File: src/verilog/ctg_pkg.sv
package ctg_pkg;
    localparam logic [3:0] CTG_ADDR_LINK = 4'h0;
    localparam logic [3:0] CTG_ADDR_REF = 4'h4;
    localparam logic [7:0] CTG_LINK_MASK = 8'h1B;
    localparam logic [7:0] CTG_REF_MASK = 8'hBF;
    localparam logic [7:0] CTG_LINK_RESET = 8'h02;
    localparam logic [7:0] CTG_REF_RESET = 8'h00;
    localparam int CTG_BIT_SYNC = 0;
    localparam int CTG_BIT_GSS = 1;
    localparam int CTG_BIT_HYS = 3;
    localparam int CTG_BIT_ACS = 4;
    localparam int CTG_BIT_DIV = 7;
    localparam int CTG_BIT_RANGE = 5;
    localparam int CTG_BIT_FIXED = 4;
    localparam logic [1:0] CTG_PRESC_RESET = 2'h0;

    typedef enum logic [2:0] {
        CTG_REF_GROUND = 3'b001,
        CTG_REF_FIXED = 3'b010,
        CTG_REF_LADDER = 3'b100
    } ctg_ref_e;

    typedef struct packed {
        logic power;
        logic low_range;
        logic [3:0] level;
    } ctg_ladder_s;
endpackage

File: src/verilog/ctg_link.sv
// The Wishbone register port and the placing of the registers are this design's own decisions.
`timescale 1ns/100ps
`default_nettype none
module ctg_link (
    input wire logic i_clk,
    input wire logic i_rst,
    input wire logic i_wb_cyc,
    input wire logic i_wb_stb,
    input wire logic i_wb_we,
    input wire logic [3:0] i_wb_adr,
    input wire logic [31:0] i_wb_dat,
    input wire logic [3:0] i_wb_sel,
    output logic [31:0] o_wb_dat,
    output logic o_wb_ack,
    input wire logic i_comp_out,
    input wire logic i_external_gate_pin,
    input wire logic i_timer_on,
    input wire logic i_gate_enable,
    input wire logic [1:0] i_prescale_sel,
    input wire logic i_high_freq_internal_oscillator,
    output logic o_timer_clk,
    output logic o_timer_gate,
    output logic o_hysteresis_enable,
    output ctg_pkg::ctg_ladder_s o_ladder,
    output logic o_fixed_reference_enable,
    output ctg_pkg::ctg_ref_e o_ref_sel
);
    import ctg_pkg::*;

    logic [7:0] comparator_link_control;
    logic [7:0] reference_control;
    logic ack;
    logic [31:0] rdata;
    logic [1:0] div4;
    logic [2:0] presc;
    logic comp_meta, comp_sync2, ext_meta, ext_sync2, osc_meta, osc_sync2;
    logic comp_latched;

    // Register address match, shared by write strobes and read select
    function automatic logic addr_hit(input logic [3:0] adr, input logic [3:0] target);
        return (adr == target);
    endfunction

    wire bus_req = i_wb_cyc & i_wb_stb & ~ack;
    // Writes land on the edge where the master sees ack high
    wire bus_take = i_wb_cyc & i_wb_stb & ack;
    wire wr_link = bus_take & i_wb_we & i_wb_sel[0] & addr_hit(i_wb_adr, CTG_ADDR_LINK);
    wire wr_ref = bus_take & i_wb_we & i_wb_sel[0] & addr_hit(i_wb_adr, CTG_ADDR_REF);
    wire [7:0] rd_byte = addr_hit(i_wb_adr, CTG_ADDR_LINK) ? comparator_link_control :
                         addr_hit(i_wb_adr, CTG_ADDR_REF) ? reference_control : 8'h00;
    wire sync_en = comparator_link_control[CTG_BIT_SYNC];
    wire gate_pin_sel = comparator_link_control[CTG_BIT_GSS];
    // Alt clock as a level on i_clk tops out at half the system rate
    wire base_clk = comparator_link_control[CTG_BIT_ACS] ? presc[0] : div4[1];
    // Prescaled clock as a level; the timer side counts on its rising edge
    wire presc_clk = (i_prescale_sel == 2'h0) ? base_clk : presc[i_prescale_sel - 2'h1];
    wire comp_path = sync_en ? comp_latched : comp_sync2;
    wire gate_src = gate_pin_sel ? ext_sync2 : comp_path;
    wire div_on = reference_control[CTG_BIT_DIV];
    wire fixed_on = reference_control[CTG_BIT_FIXED] | osc_sync2;

    // Divide-by-four toggles at the system rate
    always_ff @(posedge i_clk or posedge i_rst) begin
        if (i_rst) begin
            div4 <= 2'h0;
        end else begin
            div4 <= div4 + 2'h1;
        end
    end

    // Ripple of the selected base clock to make prescale taps
    always_ff @(posedge i_clk or posedge i_rst) begin
        if (i_rst) begin
            presc <= 3'h0;
        end else if (comparator_link_control[CTG_BIT_ACS] || div4 == 2'h3) begin
            presc <= presc + 3'h1;
        end
    end

    always_ff @(posedge i_clk or posedge i_rst) begin
        if (i_rst) begin
            comp_meta <= 1'b0;
            comp_sync2 <= 1'b0;
            ext_meta <= 1'b0;
            ext_sync2 <= 1'b0;
            osc_meta <= 1'b0;
            osc_sync2 <= 1'b0;
        end else begin
            comp_meta <= i_comp_out;
            comp_sync2 <= comp_meta;
            ext_meta <= i_external_gate_pin;
            ext_sync2 <= ext_meta;
            osc_meta <= i_high_freq_internal_oscillator;
            osc_sync2 <= osc_meta;
        end
    end

    // Latch on the falling edge of the prescaled timer clock; holds otherwise
    logic presc_clk_q;
    always_ff @(posedge i_clk or posedge i_rst) begin
        if (i_rst) begin
            presc_clk_q <= 1'b0;
            comp_latched <= 1'b0;
        end else begin
            presc_clk_q <= presc_clk;
            if (presc_clk_q && !presc_clk) begin
                comp_latched <= comp_sync2;
            end
        end
    end

    always_ff @(posedge i_clk or posedge i_rst) begin
        if (i_rst) begin
            comparator_link_control <= CTG_LINK_RESET;
            reference_control <= CTG_REF_RESET;
        end else begin
            if (wr_link) begin
                comparator_link_control <= i_wb_dat[7:0] & CTG_LINK_MASK;
            end
            if (wr_ref) begin
                reference_control <= i_wb_dat[7:0] & CTG_REF_MASK;
            end
        end
    end

    always_ff @(posedge i_clk or posedge i_rst) begin
        if (i_rst) begin
            ack <= 1'b0;
            rdata <= 32'h0000_0000;
        end else begin
            ack <= bus_req;
            if (bus_req && !i_wb_we) begin
                rdata <= {24'h00_0000, rd_byte};
            end
        end
    end

    always_ff @(posedge i_clk or posedge i_rst) begin
        if (i_rst) begin
            o_timer_gate <= 1'b0;
            o_timer_clk <= 1'b0;
        end else begin
            o_timer_gate <= (i_timer_on & i_gate_enable) ? gate_src : 1'b1;
            o_timer_clk <= presc_clk;
        end
    end

    assign o_wb_ack = ack;
    assign o_wb_dat = rdata;
    assign o_hysteresis_enable = comparator_link_control[CTG_BIT_HYS];
    assign o_ladder.power = div_on;
    assign o_ladder.low_range = reference_control[CTG_BIT_RANGE];
    assign o_ladder.level = reference_control[3:0];
    assign o_fixed_reference_enable = fixed_on;
    assign o_ref_sel = div_on ? CTG_REF_LADDER : (fixed_on ? CTG_REF_FIXED : CTG_REF_GROUND);

    chk_latch_hold: assert property (@(posedge i_clk) disable iff (i_rst)
        !(presc_clk_q && !presc_clk) |=> $stable(comp_latched)) else $error("latch moved off edge");
    chk_gate_src_pin: assert property (@(posedge i_clk) disable iff (i_rst)
        (i_timer_on && i_gate_enable && gate_pin_sel) |=> o_timer_gate == $past(ext_sync2))
        else $error("pin gate wrong");
    chk_gate_off: assert property (@(posedge i_clk) disable iff (i_rst)
        !(i_timer_on && i_gate_enable) |=> o_timer_gate) else $error("gate active when off");
    chk_sync_bypass: assert property (@(posedge i_clk) disable iff (i_rst)
        (!sync_en && !gate_pin_sel && i_timer_on && i_gate_enable) |=> o_timer_gate == $past(comp_sync2))
        else $error("async path wrong");
    chk_unimpl_zero: assert property (@(posedge i_clk) disable iff (i_rst)
        (comparator_link_control & ~CTG_LINK_MASK) == 8'h00) else $error("unimplemented bit set");
    chk_ref_ground: assert property (@(posedge i_clk) disable iff (i_rst)
        (!div_on && !fixed_on) |-> o_ref_sel == CTG_REF_GROUND) else $error("no clamp");
    chk_ref_ladder: assert property (@(posedge i_clk) disable iff (i_rst)
        div_on |-> (o_ref_sel == CTG_REF_LADDER && o_ladder.power)) else $error("ladder not chosen");
    chk_fixed_osc: assert property (@(posedge i_clk) disable iff (i_rst)
        osc_sync2 |-> o_fixed_reference_enable) else $error("fixed not forced");
    chk_ack_once: assert property (@(posedge i_clk) disable iff (i_rst)
        o_wb_ack |=> !o_wb_ack) else $error("ack held");

    chk_gate_src_comp: assert property (@(posedge i_clk) disable iff (i_rst)
        (i_timer_on && i_gate_enable && !gate_pin_sel)
        |=> o_timer_gate == $past(comp_path))
        else $error("comparator gate wrong");

    chk_ext_sync_stage: assert property (@(posedge i_clk) disable iff (i_rst)
        1'b1
        |=> ext_sync2 == $past(ext_meta))
        else $error("pin sync stage wrong");

    chk_gate_latched: assert property (@(posedge i_clk) disable iff (i_rst)
        (sync_en && !gate_pin_sel && i_timer_on && i_gate_enable)
        |=> o_timer_gate == $past(comp_latched))
        else $error("latched path wrong");

    chk_latch_on_fall: assert property (@(posedge i_clk) disable iff (i_rst)
        (presc_clk_q && !presc_clk)
        |=> comp_latched == $past(comp_sync2))
        else $error("latch missed falling edge");

    chk_comp_sync_stage: assert property (@(posedge i_clk) disable iff (i_rst)
        1'b1
        |=> comp_sync2 == $past(comp_meta))
        else $error("comparator sync stage wrong");

    chk_latch_rise_hold: assert property (@(posedge i_clk) disable iff (i_rst)
        (!presc_clk_q && presc_clk)
        |=> $stable(comp_latched))
        else $error("latch moved on rising edge");

    chk_timer_clk_follow: assert property (@(posedge i_clk) disable iff (i_rst)
        1'b1
        |=> o_timer_clk == $past(presc_clk))
        else $error("timer clock not prescaled");

    chk_presc_hold: assert property (@(posedge i_clk) disable iff (i_rst)
        (!comparator_link_control[CTG_BIT_ACS] && div4 != 2'h3)
        |=> $stable(presc))
        else $error("prescaler stepped off tick");

    chk_presc_tap1: assert property (@(posedge i_clk) disable iff (i_rst)
        (i_prescale_sel == 2'h1)
        |-> presc_clk == presc[0])
        else $error("divide by two tap wrong");

    chk_presc_tap2: assert property (@(posedge i_clk) disable iff (i_rst)
        (i_prescale_sel == 2'h2)
        |-> presc_clk == presc[1])
        else $error("divide by four tap wrong");

    chk_presc_tap3: assert property (@(posedge i_clk) disable iff (i_rst)
        (i_prescale_sel == 2'h3)
        |-> presc_clk == presc[2])
        else $error("divide by eight tap wrong");

    chk_presc_div1: assert property (@(posedge i_clk) disable iff (i_rst)
        (i_prescale_sel == 2'h0 && !comparator_link_control[CTG_BIT_ACS])
        |-> presc_clk == div4[1])
        else $error("instruction clock wrong");

    chk_presc_alt0: assert property (@(posedge i_clk) disable iff (i_rst)
        (i_prescale_sel == 2'h0 && comparator_link_control[CTG_BIT_ACS])
        |-> presc_clk == presc[0])
        else $error("alt clock wrong");

    chk_presc_alt_step: assert property (@(posedge i_clk) disable iff (i_rst)
        comparator_link_control[CTG_BIT_ACS]
        |=> presc == $past(presc) + 3'h1)
        else $error("alt clock not stepping");

    chk_div4_step: assert property (@(posedge i_clk) disable iff (i_rst)
        1'b1
        |=> div4 == $past(div4) + 2'h1)
        else $error("divide by four stalled");

    chk_hys_write: assert property (@(posedge i_clk) disable iff (i_rst)
        wr_link
        |=> o_hysteresis_enable == $past(i_wb_dat[CTG_BIT_HYS]))
        else $error("hysteresis not written");

    chk_link_write: assert property (@(posedge i_clk) disable iff (i_rst)
        wr_link
        |=> comparator_link_control == ($past(i_wb_dat[7:0]) & CTG_LINK_MASK))
        else $error("link write wrong");

    chk_link_hold: assert property (@(posedge i_clk) disable iff (i_rst)
        !wr_link
        |=> $stable(comparator_link_control))
        else $error("link changed without write");

    chk_read_data: assert property (@(posedge i_clk) disable iff (i_rst)
        (bus_req && !i_wb_we)
        |=> o_wb_dat[7:0] == $past(rd_byte))
        else $error("read data wrong");

    chk_read_upper: assert property (@(posedge i_clk) disable iff (i_rst)
        1'b1
        |-> o_wb_dat[31:8] == 24'h00_0000)
        else $error("upper read lanes set");

    chk_lane_gate: assert property (@(posedge i_clk) disable iff (i_rst)
        (bus_take && !i_wb_sel[0])
        |=> $stable(comparator_link_control) && $stable(reference_control))
        else $error("write without lane zero");

    chk_ref_write: assert property (@(posedge i_clk) disable iff (i_rst)
        wr_ref
        |=> reference_control == ($past(i_wb_dat[7:0]) & CTG_REF_MASK))
        else $error("reference write wrong");

    chk_ref_hold: assert property (@(posedge i_clk) disable iff (i_rst)
        !wr_ref
        |=> $stable(reference_control))
        else $error("reference changed without write");

    chk_ref_unimpl: assert property (@(posedge i_clk) disable iff (i_rst)
        1'b1
        |-> (reference_control & ~CTG_REF_MASK) == 8'h00)
        else $error("reference spare bit set");

    chk_ladder_level: assert property (@(posedge i_clk) disable iff (i_rst)
        1'b1
        |-> o_ladder.level == reference_control[3:0])
        else $error("ladder level wrong");

    chk_ladder_range: assert property (@(posedge i_clk) disable iff (i_rst)
        1'b1
        |-> o_ladder.low_range == reference_control[CTG_BIT_RANGE])
        else $error("ladder range wrong");

    chk_power_off: assert property (@(posedge i_clk) disable iff (i_rst)
        !div_on
        |-> !o_ladder.power)
        else $error("ladder powered while off");

    chk_fixed_sel: assert property (@(posedge i_clk) disable iff (i_rst)
        (!div_on && fixed_on)
        |-> o_ref_sel == CTG_REF_FIXED)
        else $error("fixed not chosen");

    chk_fixed_bit: assert property (@(posedge i_clk) disable iff (i_rst)
        reference_control[CTG_BIT_FIXED]
        |-> o_fixed_reference_enable)
        else $error("fixed enable ignored");

    chk_osc_sync_stage: assert property (@(posedge i_clk) disable iff (i_rst)
        1'b1
        |=> osc_sync2 == $past(osc_meta))
        else $error("oscillator sync stage wrong");

    chk_ref_onehot: assert property (@(posedge i_clk) disable iff (i_rst)
        1'b1
        |-> $onehot(o_ref_sel))
        else $error("reference select not one-hot");

    chk_ack_after_req: assert property (@(posedge i_clk) disable iff (i_rst)
        bus_req
        |=> o_wb_ack)
        else $error("ack missing");

    chk_no_req_no_ack: assert property (@(posedge i_clk) disable iff (i_rst)
        !bus_req
        |=> !o_wb_ack)
        else $error("ack without request");

    chk_gate_timer_on: assert property (@(posedge i_clk) disable iff (i_rst)
        (i_timer_on && i_gate_enable)
        |=> o_timer_gate == $past(gate_src))
        else $error("gate source not passed");
endmodule
`default_nettype wire

File: config.mk
export PLATFORM = sky130hd
export DESIGN_NAME = ctg_link
export DESIGN_NICKNAME = d
export VERILOG_FILES = /design/src/verilog/ctg_pkg.sv /design/src/verilog/ctg_link.sv
export SDC_FILE = /design/constraint.sdc
export NUM_CORES = 1
export LEC_CHECK = 0
export ABC_AREA = 1
export BUFFER_PORTS_ARGS = -buffer_cell sky130_fd_sc_hd__buf_2
export CAP_MARGIN = 10
export CORE_UTILIZATION = 43
export DETAILED_ROUTE_END_ITERATION = 10
export PLACE_DENSITY = 0.83
export SYNTH_ARGS = -nofsm -noshare
export SYNTH_HDL_FRONTEND = slang
export SYNTH_SLANG_ARGS = --single-unit
File: constraint.sdc
create_clock -name i_clk -period 1.3 [get_ports i_clk]
set_input_delay 0.065 -clock i_clk [delete_from_list [all_inputs] [get_ports i_clk]]
set_output_delay 0.065 -clock i_clk [all_outputs]
set_load 0.05 [all_outputs]
Word level (Yosys, flattened, before mapping):

Index checks and enable logic that the tools add are counted.

* logic and storage cells: 49
* memories: 0
* latch bits: 0
* flip-flop bits (word level): 34
* input bits: 52
* RAM bits: 0
* bits in read-only memories: 0
* output and inout bits: 46

* multipliers: 0
* equality and inequality tests: 2
* divide/modulo/power cells: 0
* order comparisons: 1
* $add $sub $neg: 3
* reductions and logical operators: 7
* shift-type cells: 0
* bitwise logic cells: 10
* mux-type cells: 11

Operator list (count)
* 8-bit 2-to-1 mux: 2
* 1-bit AND: 8
* 1-bit 2-to-1 mux: 6
* 4-bit by 3-bit == test with 1-bit output, second input constant: 1
* 4-bit logical NOT: 1
* 3-bit by 1-bit adder with 3-bit output, second input constant: 1
* 2-bit by 3-bit less-than comparator with 1-bit output, second input constant: 1
* 3-bit 2-to-1 mux: 1
* 2-bit by 1-bit adder with 2-bit output, second input constant: 1
* 1-bit binary-select mux with 2-bit select: 1
* 2-bit == test, second input constant: 1
* 1-bit logical AND: 2
* 1-bit logical NOT: 2
* 2-bit logical NOT: 1
* 2-bit 2-to-1 mux: 1
* 2-bit by 1-bit subtractor with 2-bit output, second input constant: 1
* 1-bit logical OR: 1
* 1-bit inverter: 1
* 1-bit bitwise OR: 1

Logic depth before layout (Yosys ltp):

* word-level depth: 6
* mapped depth: 8
* depth with buffers taken out: 8

Worst setup path after synthesis:

OpenSTA, ideal clock, no wires.

* path kind: reg-to-output
* start point: register reference_control[4]
* end point: output port o_ref_sel[0]
* data arrival time: 1511 ps
* required time: 1235 ps
* cell stages (with the launch flop): 4
* setup slack: -276 ps
* buffers on the path: 0
* cell sequence: dfrtp_1 inv_1 nand2_1 nor2_1

* word-level cells in the longest chain between the ends: 3

RTL lines
* from (decl): line ctg_link.sv:31 `logic [7:0] reference_control;`
* from (signal assigned): line ctg_link.sv:121 `reference_control <= i_wb_dat[7:0] & CTG_REF_MASK;`
* 1-bit bitwise OR: line ctg_link.sv:60 `wire fixed_on = reference_control[CTG_BIT_FIXED] | osc_sync2;`
* named net o_fixed_reference_enable: line ctg_link.sv:25 `output logic o_fixed_reference_enable,`
* 2-bit 2-to-1 mux: line ctg_link.sv:155 `assign o_ref_sel = div_on ? CTG_REF_LADDER : (fixed_on ? CTG_REF_FIXED : CTG_REF_GROUND);`
* 3-bit 2-to-1 mux: line ctg_link.sv:155
* to (decl): line ctg_link.sv:26 `output ctg_pkg::ctg_ref_e o_ref_sel`

The timed path passes the listed nets, and every way through them passes these cells.

Worst setup path in the final report:

* start point: register div4[0]
* end point: register presc[1]

* word-level cells in the longest chain between the ends: 2

RTL lines
* from (decl): line ctg_link.sv:34 `logic [1:0] div4;`
* from (signal assigned): line ctg_link.sv:67 `div4 <= div4 + 2'h1;`
* 2-bit == test: line ctg_link.sv:75 `end else if (comparator_link_control[CTG_BIT_ACS] || div4 == 2'h3) begin`
* 1-bit logical OR: line ctg_link.sv:75
* to (signal assigned): line ctg_link.sv:76 `presc <= presc + 3'h1;`
* to (decl): line ctg_link.sv:35 `logic [2:0] presc;`

No other way between the ends.
A chain may end at the register's enable or synchronous reset.

==> results_dict.tcl <==
set metrics [dict create \
    async_reset_ff_share_pct 100 \
    use_met1_pct 17.4 \
    cts_buffers 5 \
    synth-edff-count 0 \
    finalSetupTns_ns 0 \
    core_area_um2 3690 \
    gr-total-overflow 0 \
    syn_to_final_growth_pct 17.1 \
    placed_area_um2 1790 \
    io_pins 98 \
    die-area_um2 4100 \
    critPathCaptureType "flop" \
    grt_pass1_vias 1105 \
    htreeDepth 2 \
    min_period_ns 1.20 \
    start_kind "flop" \
    fin_hold_ws_ns 0.0199 \
    grt_use_total_pct 15.2 \
    busiest_layer "met2" \
    place_ws_ns 0.0889 \
    grt_max_degree 16 \
    place_congestion 0.820 \
    setup_viol 0 \
    grt_setup_unrepaired "false" \
    fin_nets 281 \
    worst-path-max-fanout 2 \
    clock.fmax_ghz 0.834 \
    arrival_ns 1.35 \
    finalPower_mw 2.40 \
    hold_class "input port to flop" \
    totalWireLength_um 2740 \
    final_cells 275 \
    status "finished clean" \
    cp.required_ns 1.46 \
    fin_area_um2 1940 \
    cts.path.max_buffers 2 \
    yosys-top-cells-area "dfrtp_1 (48%), buf_4 (15%), nand2_1 (9.3%)" \
    grtUsageMet3_pct 4.82 \
    num-fill-cells 347 \
    skew_ns 0.00592 \
    vias 1188 \
    hpwl_um 2130 \
    drtIter0Drc 34 \
    timing_worst_setup_path_type "flop to flop" \
    leakage_nw 1.09 \
    avgSynthCellArea_um2 9.41 \
    final_core_util_pct 52.6 \
    firstDrtPassIters 4 \
    synth_cells 176 \
    syn_area_um2 1660 \
    synth-seq-cells 33 \
    clkSlewWorstSetupHoldPaths_ns 0.07 \
    synth_top_cell_area_share_pct 48.3 \
    synth_common_cells "nand2_1 (41), buf_4 (32), dfrtp_1 (32), inv_1 (18), nand3_1 (9)" \
    maxCapViolations 0 \
    fp-row-count 22 \
    synth.most_common_cell "nand2_1" \
    ys_seq_area_share_pct 49.9 \
    gr-usage-met2_pct 25.0 \
    cts_tree "built" \
    drtAntennaViolNets 0 \
    antenna_found_initial 0 \
    post_drt_wl_per_cell_um 9.98 \
    clkLatencyLatePin_ns 0.28 \
    synth-main-ff-cell "dfrtp_1" \
    drive_above_1_share_pct 31.7 \
    portBuffers 44 \
    synth_area_leader_cell "dfrtp_1" \
    cts.root.buffer_cell "clkbuf_8" \
    cts_sinks 33 \
    ys_types 27 \
    vias_per_cell 4.32 \
    hold_violations 0 \
    initial_core_util_pct 44.9 \
    ys_warn_count 0 \
    drc 0 \
    num_antenna_cells 0 \
    die_y_um 64.1 \
    grt_pass1_wl_um 4630 \
    powerDensity_nw_per_um2 1240 \
    die_w_um 64.1 \
    period_share_pct 92.2 \
    ir_drop_mv 0.727 \
    drv_slew 0 \
    dp_cells 261 \
    setup_ws_ns 0.101 \
]
[placed cells by master, fill, tap and decap left out, drive strengths merged, types with 6 or more instances in the layout]
master,instances
inv,21
conb,25
nand2,43
nor2,9
dlygate4sd3,6
o21ai,11
clkbuf,7
buf,45
nand3,10
dfrtp,32
[per-layer routing]
| metal | vias up | wire length (um) |
|---|---|---|
| li1 | 591 | - |
| met1 | 547 | 1090 |
| met2 | 46 | 1450 |
| met3 | 4 | 148 |
| met4 | 0 | 52 |
| met5 | - | 0 |
[path summary, 6_finish.rpt]
| check | slack (ns) | depth (start not counted) | endpoint | start |
|---|---|---|---|---|
| max reg2reg | 0.10 | 3 | presc[1] | div4[0] |
| min reg2reg | 0.34 | 0 | comp_sync2 | comp_meta |
| min | 0.02 | 3 | reference_control[2] | i_wb_dat[2] |
| max in group asynchronous | 0.50 | 4 | o_wb_ack | i_rst |
| min in group asynchronous | 0.28 | 3 | o_wb_dat[1] | i_rst |
| max | 0.10 | 3 | presc[1] | div4[0] |
[logic make-up after synthesis]
kind of cell	count (synthesis)	share of synthesized area (%)
AOI/OAI and AO/OA	15	5.97
xor gates and xnor gates	2	1.06
adders and majority gates	3	2.27
buffers and inverters	54	19.9
DFF	33	49.9
muxes	1	0.680
other	1	0.226
and+or+nand+nor	67	19.9
[state kept, by name (all words and copies together), names as in the netlist, 2 cells and up]
name                     cells
div4                         2
presc                        3
o_wb_dat                     7
reference_control            7
comparator_link_control      4
[worst max-delay path, stage by stage (launching register included)]
cell and delay [ns]:
dfrtp_1 0.38, ha_1 0.20, nor2_1 0.17, mux2_1 0.34
[what timing repair did]
action                                 CTS  global route
setup endpoints to repair                0             1
endpoints found under the hold margin   10             0
hold buffers                             6             0
gates resized for setup                  0             1
setup buffers                            0             0
[report_power, final]
part           switching (mW)  internal [mW]  leakage [nW]  total [mW]
sequential             0.0506           1.12         0.418        1.17
combinational           0.396          0.131         0.624       0.527
clock                   0.333          0.370        0.0450       0.703
total                   0.779           1.62          1.09        2.40
[cell type report]
| class | instances | area [um2] | share of cell area (%) |
|---|---|---|---|
| Clock inverter | 2 | 10.0 | 0.516 |
| Tap cell | 48 | 60.1 | 3.10 |
| Timing Repair Buffer | 52 | 298 | 15.4 |
| Inverter | 21 | 78.8 | 4.06 |
| Sequential cell | 33 | 828 | 42.7 |
| Clock buffer | 6 | 72.6 | 3.74 |
| Multi-Input combinational cell | 113 | 592 | 30.5 |
Power figures use the tool's default switching activity.
